--- src/logic/kwu_regs.svh ---
`ifndef KWU_REGS_SVH
`define KWU_REGS_SVH
`define KWU_ADDR_W          4
`define KWU_OFF_H_DATA      4'h0
`define KWU_OFF_H_DIR       4'h1
`define KWU_OFF_H_WEN       4'h2
`define KWU_OFF_H_WFLG      4'h3
`define KWU_OFF_J_DATA      4'h4
`define KWU_OFF_J_DIR       4'h5
`define KWU_OFF_J_WEN       4'h6
`define KWU_OFF_J_WFLG      4'h7
`define KWU_OFF_J_POL       4'h8
`define KWU_OFF_J_PSEL      4'h9
`define KWU_OFF_J_PEN       4'ha
`define KWU_RST_BYTE        8'h00
`endif

--- src/logic/kwu_pkg.sv ---
`default_nettype none
package kwu_pkg;
   typedef logic [7:0] byte_t;
   typedef enum logic [0:0] {
      RD_IDLE = 1'b0,
      RD_DONE = 1'b1
   } rd_state_t;
endpackage : kwu_pkg
`default_nettype wire

--- src/logic/kwu_edge_if.sv ---
`default_nettype none
interface kwu_edge_if #(parameter int W = 8);
   logic [W-1:0] level;
   logic [W-1:0] rise;
   logic [W-1:0] fall;
   modport det (input level, output rise, output fall);
   modport use_ (output level, input rise, input fall);
endinterface : kwu_edge_if
`default_nettype wire

--- src/logic/key_wakeup_ports_h_j.sv ---
`default_nettype none
`include "kwu_regs.svh"
module key_wakeup_ports_h_j (
   input  wire logic                   core_clk,
   input  wire logic                   reset,
   input  wire logic                   stopMode,
   input  wire logic [`KWU_ADDR_W-1:0] addr,
   input  wire logic [7:0]             wrData,
   input  wire logic                   wrStb,
   input  wire logic                   rdStb,
   output logic      [7:0]             rdData,
   input  wire logic [7:0]             portHIn,
   output logic      [7:0]             portHOut,
   output logic      [7:0]             portHOe,
   input  wire logic [7:0]             portJIn,
   output logic      [7:0]             portJOut,
   output logic      [7:0]             portJOe,
   output logic      [7:0]             portJPullUp,
   output logic      [7:0]             portJPullDown,
   output logic                        wakeIrqH,
   output logic                        wakeIrqJ
);
   // ------------------------------------------------------------
   // state
   // ------------------------------------------------------------
   typedef struct packed {
      kwu_pkg::byte_t hData;
      kwu_pkg::byte_t hDir;
      kwu_pkg::byte_t hWen;
      kwu_pkg::byte_t hFlg;
      kwu_pkg::byte_t jData;
      kwu_pkg::byte_t jDir;
      kwu_pkg::byte_t jWen;
      kwu_pkg::byte_t jFlg;
      kwu_pkg::byte_t jPol;
      kwu_pkg::byte_t jPsel;
      kwu_pkg::byte_t jPen;
      kwu_pkg::byte_t jPolOld;
      kwu_pkg::byte_t rd;
      kwu_pkg::rd_state_t rdState;
   } top_state_t;
   top_state_t st_r;
   top_state_t st_nxt;

   // ------------------------------------------------------------
   // edge detectors
   // ------------------------------------------------------------
   kwu_edge_if #(.W(8)) hEdge ();
   kwu_edge_if #(.W(8)) jEdge ();
   logic [7:0] hLevel;
   logic [7:0] jLevel;
   logic [7:0] jActive;
   logic [7:0] jPolChange;

   // pins are watched regardless of direction
   assign hEdge.level = portHIn;
   assign jEdge.level = portJIn;

   kwu_edge_detect #(.W(8)) uDetH (
      .core_clk  (core_clk),
      .reset     (reset),
      .stopMode  (stopMode),
      .edges     (hEdge),
      .syncLevel (hLevel)
   );
   kwu_edge_detect #(.W(8)) uDetJ (
      .core_clk  (core_clk),
      .reset     (reset),
      .stopMode  (stopMode),
      .edges     (jEdge),
      .syncLevel (jLevel)
   );

   // ------------------------------------------------------------
   // per-pin active edge for port j
   // ------------------------------------------------------------
   for (genvar i = 0; i < 8; i++) begin : gJ
      always_comb begin
         jActive[i] = st_r.jPol[i] ? jEdge.rise[i] : jEdge.fall[i];
         // a polarity flip onto the level already present looks like an edge
         jPolChange[i] = (st_r.jPol[i] != st_r.jPolOld[i])
                         && (jLevel[i] == st_r.jPol[i]);
      end
   end

   // ------------------------------------------------------------
   // register file
   // ------------------------------------------------------------
   logic [7:0] hRead;
   logic [7:0] jRead;
   assign hRead = (st_r.hDir & st_r.hData) | (~st_r.hDir & hLevel);
   assign jRead = (st_r.jDir & st_r.jData) | (~st_r.jDir & jLevel);

   always_comb begin
      st_nxt         = st_r;
      st_nxt.jPolOld = st_r.jPol;
      st_nxt.rdState = kwu_pkg::RD_IDLE;
      // any register, any time
      if (wrStb) begin
         case (addr)
            `KWU_OFF_H_DATA: st_nxt.hData = wrData;
            `KWU_OFF_H_DIR:  st_nxt.hDir  = wrData;
            `KWU_OFF_H_WEN:  st_nxt.hWen  = wrData;
            `KWU_OFF_H_WFLG: st_nxt.hFlg  = st_r.hFlg & ~wrData;
            `KWU_OFF_J_DATA: st_nxt.jData = wrData;
            `KWU_OFF_J_DIR:  st_nxt.jDir  = wrData;
            `KWU_OFF_J_WEN:  st_nxt.jWen  = wrData;
            `KWU_OFF_J_WFLG: st_nxt.jFlg  = st_r.jFlg & ~wrData;
            `KWU_OFF_J_POL:  st_nxt.jPol  = wrData;
            `KWU_OFF_J_PSEL: st_nxt.jPsel = wrData;
            `KWU_OFF_J_PEN:  st_nxt.jPen  = wrData;
            default: ;
         endcase
      end
      // set after clear so a same-cycle edge is never lost
      st_nxt.hFlg = st_nxt.hFlg | hEdge.fall;
      st_nxt.jFlg = st_nxt.jFlg | jActive | jPolChange;
      if (rdStb) begin
         st_nxt.rdState = kwu_pkg::RD_DONE;
         case (addr)
            `KWU_OFF_H_DATA: st_nxt.rd = hRead;
            `KWU_OFF_H_DIR:  st_nxt.rd = st_r.hDir;
            `KWU_OFF_H_WEN:  st_nxt.rd = st_r.hWen;
            `KWU_OFF_H_WFLG: st_nxt.rd = st_r.hFlg;
            `KWU_OFF_J_DATA: st_nxt.rd = jRead;
            `KWU_OFF_J_DIR:  st_nxt.rd = st_r.jDir;
            `KWU_OFF_J_WEN:  st_nxt.rd = st_r.jWen;
            `KWU_OFF_J_WFLG: st_nxt.rd = st_r.jFlg;
            `KWU_OFF_J_POL:  st_nxt.rd = st_r.jPol;
            `KWU_OFF_J_PSEL: st_nxt.rd = st_r.jPsel;
            `KWU_OFF_J_PEN:  st_nxt.rd = st_r.jPen;
            default:         st_nxt.rd = `KWU_RST_BYTE;
         endcase
      end
   end

   always_ff @(posedge core_clk or posedge reset) begin
      if (reset) begin
         st_r <= '0;
      end else begin
         st_r <= st_nxt;
      end
   end

   // ------------------------------------------------------------
   // outputs
   // ------------------------------------------------------------
   assign rdData   = st_r.rd;
   assign portHOut = st_r.hData;
   assign portHOe  = st_r.hDir;
   assign portJOut = st_r.jData;
   assign portJOe  = st_r.jDir;
   // pull devices only on enabled inputs
   assign portJPullUp   = st_r.jPen & ~st_r.jDir & st_r.jPsel;
   assign portJPullDown = st_r.jPen & ~st_r.jDir & ~st_r.jPsel;
   // in stop the raw edge term bypasses the flag flops
   assign wakeIrqH = |((st_r.hFlg | (stopMode ? hEdge.fall : 8'h00)) & st_r.hWen);
   assign wakeIrqJ = |((st_r.jFlg | (stopMode ? jActive : 8'h00)) & st_r.jWen);
endmodule : key_wakeup_ports_h_j
`default_nettype wire

--- src/logic/kwu_edge_detect.sv ---
`default_nettype none
`include "kwu_regs.svh"
module kwu_edge_detect #(
   parameter int W = 8
) (
   input  wire logic   core_clk,
   input  wire logic   reset,
   input  wire logic   stopMode,
   kwu_edge_if.det     edges,
   output logic [W-1:0] syncLevel
);
   typedef struct packed {
      logic [W-1:0] s1;
      logic [W-1:0] s2;
      logic [W-1:0] s3;
   } det_state_t;
   det_state_t st_r;
   det_state_t st_nxt;
   always_comb begin
      st_nxt    = st_r;
      st_nxt.s1 = edges.level;
      st_nxt.s2 = st_r.s1;
      st_nxt.s3 = st_r.s2;
   end
   // clocks frozen in stop: last sampled level is the previous state
   always_comb begin
      edges.rise = stopMode ? (edges.level & ~st_r.s3) : (st_r.s2 & ~st_r.s3);
      edges.fall = stopMode ? (~edges.level & st_r.s3) : (~st_r.s2 & st_r.s3);
   end
   assign syncLevel = st_r.s2;
   always_ff @(posedge core_clk or posedge reset) begin
      if (reset) begin
         st_r <= '1;
      end else begin
         st_r <= st_nxt;
      end
   end
endmodule : kwu_edge_detect
`default_nettype wire

--- config.mk ---
export PLATFORM = sky130hd
export DESIGN_NAME = key_wakeup_ports_h_j
export DESIGN_NICKNAME = d
export VERILOG_FILES = /design/src/logic/kwu_pkg.sv /design/src/logic/kwu_edge_if.sv /design/src/logic/key_wakeup_ports_h_j.sv /design/src/logic/kwu_edge_detect.sv
export VERILOG_INCLUDE_DIRS = /design/src /design/src/logic
export SDC_FILE = /design/constraint.sdc
export NUM_CORES = 1
export LEC_CHECK = 0
export ABC_AREA = 1
export BUFFER_PORTS_ARGS = -buffer_cell sky130_fd_sc_hd__buf_2
export CAP_MARGIN = 40
export CORE_MARGIN = 2
export CORE_UTILIZATION = 55
export CTS_BUF_LIST = sky130_fd_sc_hd__clkbuf_8
export DETAILED_ROUTE_END_ITERATION = 7
export HOLD_SLACK_MARGIN = 0.08
export PLACE_DENSITY = 0.86
export SYNTH_ARGS = -nofsm -noshare
export SYNTH_HDL_FRONTEND = slang
export SYNTH_SLANG_ARGS = --single-unit
--- constraint.sdc ---
create_clock -name core_clk -period 5.2 [get_ports core_clk]
set_input_delay 0.78 -clock core_clk [delete_from_list [all_inputs] [get_ports core_clk]]
set_output_delay 0.78 -clock core_clk [all_outputs]
set_load 0.02 [all_outputs]
# Word level (Yosys, flattened, before mapping)
# Cells that the tools add are included.
[totals]
reg_bits = 152
latchBits = 0
mem_bits_rw = 0
romBits = 0
in_bits = 33
out_inout_bits = 58
wordCells = 121
memories = 0
[classes]
addsub = 0
multipliers = 0
div_mod_pow = 0
n_lt_le_gt_ge = 0
n_eq_ne = 26
shift = 0
mux = 23
bitwise = 33
n_reduce_logical = 20
[op_table]
columns = ["operator", "n"]
rows = [
  ["$and 8x8->8", 17],
  ["$mux 8", 13],
  ["$pmux 8 s11", 1],
  ["$not 8->8", 9],
  ["$mux 64", 1],
  ["$or 8x8->8", 7],
  ["$reduce_and 2->1", 9],
  ["$eq 4x3->1 const B", 4],
  ["$reduce_or 8->1", 2],
  ["$eq 4x4->1 const B", 3],
  ["$eq 1x1->1", 8],
  ["$eq 4x2->1 const B", 2],
  ["$logic_and 1x1->1", 8],
  ["$mux 1", 8],
  ["$ne 1x1->1", 8],
  ["$eq 4x1->1 const B", 1],
  ["$logic_not 4->1", 1],
]

# Logic depth before layout (Yosys ltp)
# Gate-level depths: netlist of the first run.
[logic_depth]
ltp_word = 8
depth_mapped = 12
ltp_nobuf = 10

# Modules after synthesis
# Synthesis of the first run repeated with hierarchy kept, for this count alone.
[unflattened]
hier_cells = 1010
area_unflattened_um2 = 8022.7
[modules_own_cells]
columns = ["module", "n_inst", "cells_per_inst", "area_per_inst_um2", "seq_area_each_um2"]
rows = [
  ["key_wakeup_ports_h_j", 1, 760, 5793.1, 2602.5],
  ["kwu_edge_detect", 2, 125, 1114.8, 630.6],
]

# Worst setup path before layout of the first run
# OpenSTA, ideal clock, no wires.
[synth_timing]
path_kind = "input -> output"
start = "input stopMode"
end = "output wakeIrqJ"
t_arrival_ns = 1.758
required_ns = 4.420
setup_slack_ns = 2.662
path_stages = 12
path_buffers = 2
cell_sequence = "buf_2 inv_1 buf_4 nand2_1 nand2_1 nand2_1 nand3_1 nand2_1 nand2_1 nand2_1 nor2_1 nand2_1"
[synth_via]
elab_chain_cells = 6
elab_cells_between_ends = 14
classes_between = "11 x mux; 2 x bitwise; 1 x reduce/logical"
[synth_rtl]
columns = ["element", "line_no", "source"]
rows = [
  ["start: declaration", "key_wakeup_ports_h_j.sv:6", "input wire logic stopMode,"],
  ["$mux 8 (on tied branches)", "kwu_edge_detect.sv:28, kwu_edge_detect.sv:27", ""],
  ["$mux 1", "key_wakeup_ports_h_j.sv:79", "jActive[i] = st_r.jPol[i] ? jEdge.rise[i] : jEdge.fall[i];"],
  ["$mux 8 (*)", "key_wakeup_ports_h_j.sv:158", "assign wakeIrqJ = |((st_r.jFlg | (stopMode ? jActive : 8'h00)) & st_r.jWen);"],
  ["$or 8x8->8 (*)", "key_wakeup_ports_h_j.sv:158", ""],
  ["$and 8x8->8 (*)", "key_wakeup_ports_h_j.sv:158", ""],
  ["$reduce_or 8->1 (*)", "key_wakeup_ports_h_j.sv:158", ""],
  ["end: declaration", "key_wakeup_ports_h_j.sv:21", "output logic wakeIrqJ"],
]
# Every way passes the cells marked *; elsewhere a longest branch is shown, timed or not.

# Final worst setup path of the first run
# Ends and elaborated chain as after synthesis.

==> results of run 1 <==
how the worst max path moves through the flow:
stage          slack (ns)  cells past startpoint    endpoint
6_report             1.89                     12    wakeIrqJ
5_1_grt              1.64                     11    wakeIrqJ
4_1_cts              1.90                     12    wakeIrqJ
3_5_place_dp         1.91                     12    wakeIrqJ
3_3_place_gp         1.96                     12    wakeIrqJ
2_1_floorplan        0.41                      1  portHOe[0]
worst max-delay path, stage by stage:
cell and delay [ns]:
sky130_fd_sc_hd__buf_2 0.39, sky130_fd_sc_hd__inv_1 0.47, sky130_fd_sc_hd__nand2_1 0.20, sky130_fd_sc_hd__nand2_1 0.06, sky130_fd_sc_hd__o21ai_0 0.10, sky130_fd_sc_hd__nand3_1 0.10
sky130_fd_sc_hd__nand2_1 0.08, sky130_fd_sc_hd__nand2_1 0.04, sky130_fd_sc_hd__nand2_1 0.05, sky130_fd_sc_hd__nor2_1 0.03, sky130_fd_sc_hd__nand2_1 0.06, sky130_fd_sc_hd__buf_2 0.16
sequential cells by signal, indices dropped and copies added (netlist names):
| signal | count |
|---|---|
| st_r | 56 |
| portHOe | 8 |
| portHOut | 8 |
| portJOe | 8 |
| portJOut | 8 |
| rdData | 8 |
| st_nxt | 8 |
| uDetH.st_nxt | 8 |
| uDetH.st_r | 8 |
| uDetH.syncLevel | 8 |
| uDetJ.st_nxt | 8 |
| uDetJ.st_r | 8 |
| uDetJ.syncLevel | 8 |
layout by cell type, fill, tap and decap left out:
| cell | n |
|---|---|
| sky130_fd_sc_hd__a21oi_1 | 8 |
| sky130_fd_sc_hd__buf_16 | 1 |
| sky130_fd_sc_hd__buf_2 | 90 |
| sky130_fd_sc_hd__buf_4 | 1 |
| sky130_fd_sc_hd__bufinv_16 | 3 |
| sky130_fd_sc_hd__clkbuf_8 | 21 |
| sky130_fd_sc_hd__clkinv_2 | 4 |
| sky130_fd_sc_hd__clkinvlp_4 | 2 |
| sky130_fd_sc_hd__dfrtp_1 | 104 |
| sky130_fd_sc_hd__dfstp_2 | 48 |
| sky130_fd_sc_hd__inv_1 | 75 |
| sky130_fd_sc_hd__inv_2 | 4 |
| sky130_fd_sc_hd__inv_6 | 1 |
| sky130_fd_sc_hd__nand2_1 | 287 |
| sky130_fd_sc_hd__nand2_2 | 10 |
| sky130_fd_sc_hd__nand2_4 | 4 |
| sky130_fd_sc_hd__nand3_1 | 47 |
| sky130_fd_sc_hd__nand3_2 | 2 |
| sky130_fd_sc_hd__nand3_4 | 1 |
| sky130_fd_sc_hd__nand4_1 | 4 |
| sky130_fd_sc_hd__nor2_1 | 27 |
| sky130_fd_sc_hd__nor2_2 | 2 |
| sky130_fd_sc_hd__nor2_4 | 3 |
| sky130_fd_sc_hd__nor2_8 | 3 |
| sky130_fd_sc_hd__nor3_1 | 10 |
| sky130_fd_sc_hd__nor3b_1 | 6 |
| sky130_fd_sc_hd__o2111ai_1 | 8 |
| sky130_fd_sc_hd__o211ai_1 | 7 |
| sky130_fd_sc_hd__o21ai_0 | 100 |
| sky130_fd_sc_hd__o21ai_1 | 23 |
| sky130_fd_sc_hd__o21ai_2 | 8 |
| sky130_fd_sc_hd__or2_2 | 7 |
through the flow:
| step | hold WS, ns | total power [mW] |
|---|---|---|
| 6_report | 0.346 | 3.03 |
| 2_1_floorplan | 0.345 | 1.96 |
| 5_1_grt | 0.351 | 3.18 |
| 3_5_place_dp | 0.347 | 2.10 |
| 4_1_cts | 0.349 | 3.04 |
| 3_3_place_gp | 0.345 | 2.08 |
cell families after synthesis:
logic type	count (synthesis)
AO/OA/AOI/OAI	154
flip-flops	152
buffers and inverters	137
AND/OR/NAND/NOR	413
per-layer routing:
| layer | track usage [%] | vias up |
|---|---|---|
| li1 | - | 2827 |
| met1 | 36.4 | 2813 |
| met2 | 42.8 | 276 |
| met3 | 7.28 | 40 |
| met4 | 11.8 | 0 |
| met5 | 0 | - |
power by group through the flow:
| stage | clock [mW] | combinational (mW) | sequential (mW) |
|---|---|---|---|
| floorplan | 0 | 0.488 | 1.48 |
| global placement | 0 | 0.552 | 1.53 |
| detailed placement | 0 | 0.573 | 1.53 |
| CTS | 0.955 | 0.575 | 1.51 |
| global route | 1.01 | 0.640 | 1.54 |
| finish | 0.944 | 0.573 | 1.52 |
area by class of cell:
class | instances | area [sq um]
fill | 1063 | 4810
tap | 172 | 215
sequential | 152 | 3860
inverter | 78 | 299
clock buffer | 21 | 289
multi-input combinational | 567 | 2680
timing repair buffer | 92 | 485
clock inverter | 11 | 131
==> insert_results.sql, run 1 <==
INSERT INTO impl_metrics (metric_group, metric, value, unit) VALUES
('run_status', 'outcome', 'completed', ''),
('pwr', 'switching_power', '0.967', 'mW'),
('timing', 'fin_crit_sh', '63.7', '%'),
('placed_design', 'port-buffer-count', '90', ''),
('detailed_routing', 'drt-wirelength-per-cell', '16.6', 'um'),
('yosys', 'synth_area_leaders', 'sky130_fd_sc_hd__dfrtp_1 36%, sky130_fd_sc_hd__dfstp_2 17%, sky130_fd_sc_hd__nand2_1 15%', ''),
('floorplanning', 'design.core.area', '12800', 'sq um'),
('global_routing', 'antenna_found_initial', '0', ''),
('yosys', 'dominant_cell_by_count_in_the_synthesized_netlist', 'sky130_fd_sc_hd__nand2_1', ''),
('pwr', 'p_seq_share', '50.0', '%'),
('hold_path', 'worstHoldPathType', 'input port to asynchronous set/reset pin', ''),
('yosys', 'postSynthRegisterBits', '152', ''),
('detailed_routing', 'met2RoutedLength', '8.70', 'mm'),
('cells_and_area', 'drive_above_1_share', '23.3', '%'),
('detailed_routing', 'detail_route.drc_violations', '0', ''),
('placed_design', 'detailed_place.area', '7540', 'sq um'),
('setup_path', 'critical_path_class', 'input port to output pin', ''),
('detailed_routing', 'routed_via_density', '5.45', ''),
('setup_path', 'worstSetupStartpointType', 'input port', ''),
('clocking', 'cts_max_path_buffers', '2', ''),
('timing', 'timing_hold_violations_final', '0', ''),
('global_routing', 'pin_count_of_the_biggest_net_entering_global_routing', '72', ''),
('global_routing', 'first_pass_grt_wire_length', '29.4', 'mm'),
('clocking', 'holdBufCountCts', '0', ''),
('setup_path', 'critical_path_arrival', '2.53', 'ns'),
('pwr', 'irDropWorstVdd', '250', 'uV'),
('pwr', 'leakagePower', '3.99', 'nW'),
('yosys', 'synth_compound_area_share', '11.7', '%'),
('yosys', 'syn-num-nets', '889', ''),
('clocking', 'tritoncts_num_sinks', '152', ''),
('setup_path', 'r2r_setup_slack', '3.77', 'ns'),
('pwr', 'cellPowerDensity', '381', 'nW/um^2'),
('setup_path', 'cp.required', '4.42', 'ns'),
('cells_and_area', 'final_util', '62.3', '%'),
('detailed_routing', 'drt_first_pass_iters', '6', ''),
('floorplanning', 'dieArea', '14100', 'sq um'),
('yosys', 'synth.distinct_cells', '29', ''),
('placed_design', 'dp.cells', '1061', ''),
('clocking', 'clkTransAtPathRegs', '0.08', 'ns'),
('setup_path', 'reg2regPathDepth', '8', ''),
('yosys', 'post_synth_fa_ha_maj_area_fraction', '0', '%'),
('detailed_routing', 'met3_length', '1.47', 'mm'),
('cells_and_area', 'finish.cell_count_without_fillers', '1093', ''),
('timing', 'maxClockFrequency', '0.302', 'GHz'),
('floorplanning', 'die_h', '119', 'um'),
('setup_path', 'cp_max_fo', '26', ''),
('setup_path', 'worst_r2r_endpoint', 'rdData[7]', ''),
('pwr', 'comb_power_share', '18.9', '%'),
('clocking', 'cts_repair_resize_count', '0', ''),
('pwr', 'p_int', '2.07', 'mW'),
('timing', 'setup_repair_after_global_routing_missed_its_margin', 'no', ''),
('cells_and_area', 'syn2layout_area_growth', '9.59', '%'),
('yosys', 'synth_sequential_area_ratio', '53.2', '%'),
('floorplanning', 'placementRows', '41', ''),
('yosys', 'yosys_warnings', '0', ''),
('run', 'maxCapViolCount', '0', ''),
('timing', 'tns', '0', 'ns'),
('setup_path', 'critPathCaptureType', 'output pin', ''),
('detailed_routing', 'drtIter0Drc', '674', ''),
('global_routing', 'first_global_vias', '5618', ''),
('yosys', 'post-synth-top-area-fraction', '35.8', '%'),
('timing', 'layout_setup_ws', '1.89', 'ns'),
('floorplanning', 'initial_core_util', '56.9', '%'),
('yosys', 'ys_dominant_reg_cell', 'sky130_fd_sc_hd__dfrtp_1', ''),
('detailed_routing', 'final_antenna_net_count', '0', ''),
('timing', 'skew', '0.00961', 'ns'),
('yosys', 'async_reset_ff_share', '100', '%'),
('clocking', 'clkLatencyLatePin', '0.48', 'ns'),
('timing', 'worst_slew_pin_slew', '0.716', 'ns'),
('timing', 'fin_crit', '3.31', 'ns'),
('placed_design', 'place_hpwl', '13.2', 'mm');
(Power assumes the default switching activity.)
==> run 2: changes to the inputs <==
--- a/config.mk
+++ b/config.mk
@@ -10,11 +10,11 @@
 export BUFFER_PORTS_ARGS = -buffer_cell sky130_fd_sc_hd__buf_2
 export CAP_MARGIN = 40
 export CORE_MARGIN = 2
-export CORE_UTILIZATION = 55
+export CORE_UTILIZATION = 54
 export CTS_BUF_LIST = sky130_fd_sc_hd__clkbuf_8
 export DETAILED_ROUTE_END_ITERATION = 7
 export HOLD_SLACK_MARGIN = 0.08
-export PLACE_DENSITY = 0.86
+export PLACE_DENSITY = 0.88
 export SYNTH_ARGS = -nofsm -noshare
 export SYNTH_HDL_FRONTEND = slang
 export SYNTH_SLANG_ARGS = --single-unit
==> constraint.sdc (replaced) <==
create_clock -name core_clk -period 3 [get_ports core_clk]
set_input_delay 0.45 -clock core_clk [delete_from_list [all_inputs] [get_ports core_clk]]
set_output_delay 0.45 -clock core_clk [all_outputs]
set_load 0.02 [all_outputs]
==> insert_results.sql, run 2 (synthesis results as in run 1) <==
INSERT INTO impl_metrics (metric_group, metric, value, unit) VALUES
('detailed_routing', 'drt-wirelength-per-cell', '17.0', 'um'),
('timing', 'finalSetupViolCount', '0', ''),
('detailed_routing', 'routed_vias', '6149', ''),
('timing', 'fin_crit_sh', '78.3', '%'),
('clocking', 'clkTransAtPathRegs', '0.09', 'ns'),
('timing', 'maxClockFrequency', '0.426', 'GHz'),
('setup_path', 'cell_chain_of_the_critical_path', 'inv_1 > or2_2 > nand2_1 > nand3_1 > nand2_1 > nand2_1 > nand2_1 > nor2_1 > nand2_1 > buf_2', ''),
('run_status', 'outcome', 'completed', ''),
('cells_and_area', 'largest-register', 'st_r', ''),
('floorplanning', 'placementRows', '42', ''),
('clocking', 'cts_repair_resize_count', '0', ''),
('pwr', 'irDropWorstVdd', '448', 'uV'),
('global_routing', 'grt_usage', '27.4', '%'),
('cells_and_area', 'antenna_cells', '0', ''),
('clocking', 'htree_levels', '4', ''),
('detailed_routing', 'drt_first_pass_iters', '5', ''),
('timing', 'setup_repair_after_global_routing_missed_its_margin', 'no', ''),
('detailed_routing', 'routed_via_density', '5.57', ''),
('floorplanning', 'die_width', '120', 'um'),
('global_routing', 'pin_count_of_the_biggest_net_entering_global_routing', '46', ''),
('run', 'maxCapViolCount', '0', ''),
('setup_path', 'worst_path_largest_cell_delay', '0.43', 'ns'),
('placed_design', 'dp.cells', '1070', ''),
('hold_path', 'worstHoldPathType', 'input port to register', ''),
('floorplanning', 'dieArea', '14400', 'sq um'),
('detailed_routing', 'totalWireLength', '18.7', 'mm'),
('setup_path', 'worstSetupStartpointType', 'register', ''),
('setup_path', 'cp_max_fo', '5', ''),
('pwr', 'leakagePower', '4.05', 'nW'),
('placed_design', 'place_hpwl', '13.6', 'mm'),
('setup_path', 'cp.required', '2.55', 'ns'),
('cells_and_area', 'drive_above_1_share', '23.8', '%'),
('timing', 'fin_crit', '2.35', 'ns'),
('floorplanning', 'die_h', '120', 'um'),
('clocking', 'cts-root-buf', 'sky130_fd_sc_hd__clkbuf_8', ''),
('setup_path', 'crit_path_start', 'st_nxt[11]', ''),
('floorplanning', 'top_level_ports', '91', ''),
('clocking', 'clkLatencyLatePin', '0.46', 'ns'),
('floorplanning', 'design.core.area', '13200', 'sq um'),
('cells_and_area', 'commonest_cells_after_routing_fill_and_taps_aside', '287 x sky130_fd_sc_hd__nand2_1, 104 x sky130_fd_sc_hd__dfrtp_1, 100 x sky130_fd_sc_hd__o21ai_0', ''),
('cells_and_area', 'layout_commonest_cell', 'sky130_fd_sc_hd__nand2_1', ''),
('detailed_routing', 'final_antenna_net_count', '0', ''),
('setup_path', 'timing.rr.start', 'uDetJ.syncLevel[7]', ''),
('setup_path', 'critical_path_class', 'register to output pin', ''),
('timing', 'final-max-slew-violation-count', '0', ''),
('cells_and_area', 'largest_register_ffs', '56', ''),
('clocking', 'cts_max_path_buffers', '2', ''),
('cells_and_area', 'layout.nets', '947', ''),
('detailed_routing', 'detail_route.drc_violations', '0', ''),
('placed_design', 'port-buffer-count', '90', ''),
('timing', 'layout_setup_ws', '0.650', 'ns'),
('setup_path', 'critical_path_arrival', '1.90', 'ns'),
('clocking', 'tritoncts_num_sinks', '152', ''),
('timing', 'timing_hold_violations_final', '0', ''),
('timing', 'hold-worst-slack', '0.0938', 'ns'),
('placed_design', 'gp_congestion', '0.961', ''),
('pwr', 'cellPowerDensity', '669', 'nW/um^2'),
('global_routing', 'first_global_vias', '5857', ''),
('cells_and_area', 'final_util', '61.3', '%'),
('global_routing', 'globalRoute.totalOverflow', '0', ''),
('cells_and_area', 'syn2layout_area_growth', '11.4', '%'),
('global_routing', 'antenna_found_initial', '0', ''),
('setup_path', 'critPathCaptureType', 'output pin', ''),
('hold_path', 'hold_path_startpoint', 'portJIn[2]', ''),
('setup_path', 'cpMaxStageDelayCell', 'sky130_fd_sc_hd__dfrtp_1', ''),
('timing', 'worst_slew_pin_slew', '0.645', 'ns'),
('detailed_routing', 'drtIter0Drc', '731', ''),
('global_routing', 'first_pass_grt_wire_length', '30.0', 'mm'),
('placed_design', 'pre_cts_slack', '0.767', 'ns'),
('clocking', 'tritoncts_clock_tree', 'built', ''),
('setup_path', 'crit_path_most_repeated_cell', 'sky130_fd_sc_hd__nand2_1', ''),
('floorplanning', 'initial_core_util', '55.1', '%'),
('timing', 'tns', '0', 'ns'),
('cells_and_area', 'finish.cell_count_without_fillers', '1103', ''),
('timing', 'worst_slew_margin_rel', '56.9', '%'),
('timing', 'skew', '0.0148', 'ns'),
('clocking', 'cts_inserted_buffers', '17', '');
-- run 2: changes by cell type in the layout (fill, tap and decap cells not counted) --
cell                            before  now
sky130_fd_sc_hd__clkinv_2            4    3
sky130_fd_sc_hd__inv_1              75   74
sky130_fd_sc_hd__buf_12              0    3
sky130_fd_sc_hd__bufinv_16           3    4
sky130_fd_sc_hd__buf_4               1    3
sky130_fd_sc_hd__inv_6               1    0
sky130_fd_sc_hd__dlygate4sd3_1       0    1
sky130_fd_sc_hd__clkbuf_8           21   23
-- run 2: final timing paths --
check	endpoint	slack (ns)	cells past startpoint
max in group asynchronous	uDetH.syncLevel[2]	1.64	5
min in group asynchronous	st_nxt[13]	0.58	3
setup reg to reg	rdData[7]	1.62	8
setup / recovery	wakeIrqJ	0.65	10
hold / removal	uDetJ.st_nxt[10]	0.09	1
hold reg to reg	uDetJ.syncLevel[1]	0.34	0
-- run 2: repair_timing --
item,CTS,global route
setup buffers,0,0
hold buffers,1,0
endpoints found under the hold margin,15,0
-- run 2: metrics by stage --
| stage | power (mW) | area [sq um] |
|---|---|---|
| 6_report | 5.41 | 8090 |
| 2_1_floorplan | 3.41 | 7270 |
| 3_5_place_dp | 3.66 | 7620 |
| 4_1_cts | 5.41 | 8090 |
| 3_3_place_gp | 3.61 | 7590 |
| 5_1_grt | 5.67 | 8090 |
-- run 2: power breakdown --
group	total, mW	leakage [nW]	switching [mW]	internal, mW
combinational	1.01	2.04	0.666	0.345
clock	1.77	0.241	0.735	1.03
sequential	2.63	1.77	0.284	2.35
total	5.41	4.05	1.69	3.73
-- run 2: final cells by class --
type / instances / area, sq um
Timing Repair Buffer: 98 / 571
Fill cell: 1076 / 5100
Clock inverter: 9 / 145
Clock buffer: 23 / 317
Sequential cell: 152 / 3860
Tap cell: 176 / 220
Multi-Input combinational cell: 567 / 2680
Inverter: 78 / 298
-- run 2: critical path, delay by kind of cell, from the launching register on --
| family | cells | cell delay, ns |
|---|---|---|
| and+or+nand+nor | 8 | 0.75 |
| buffers and inverters | 2 | 0.25 |
| DFF | 1 | 0.43 |
-- run 2: per-layer routing --
metal / share of wire (%) / vias up / global-route usage [%]
met2: 46 / 343 / 42.6
li1: - / 2841 / -
met4: 5.4 / 0 / 16.0
met3: 8.5 / 76 / 6.27
met1: 40 / 2889 / 35.4
met5: 0 / - / 0
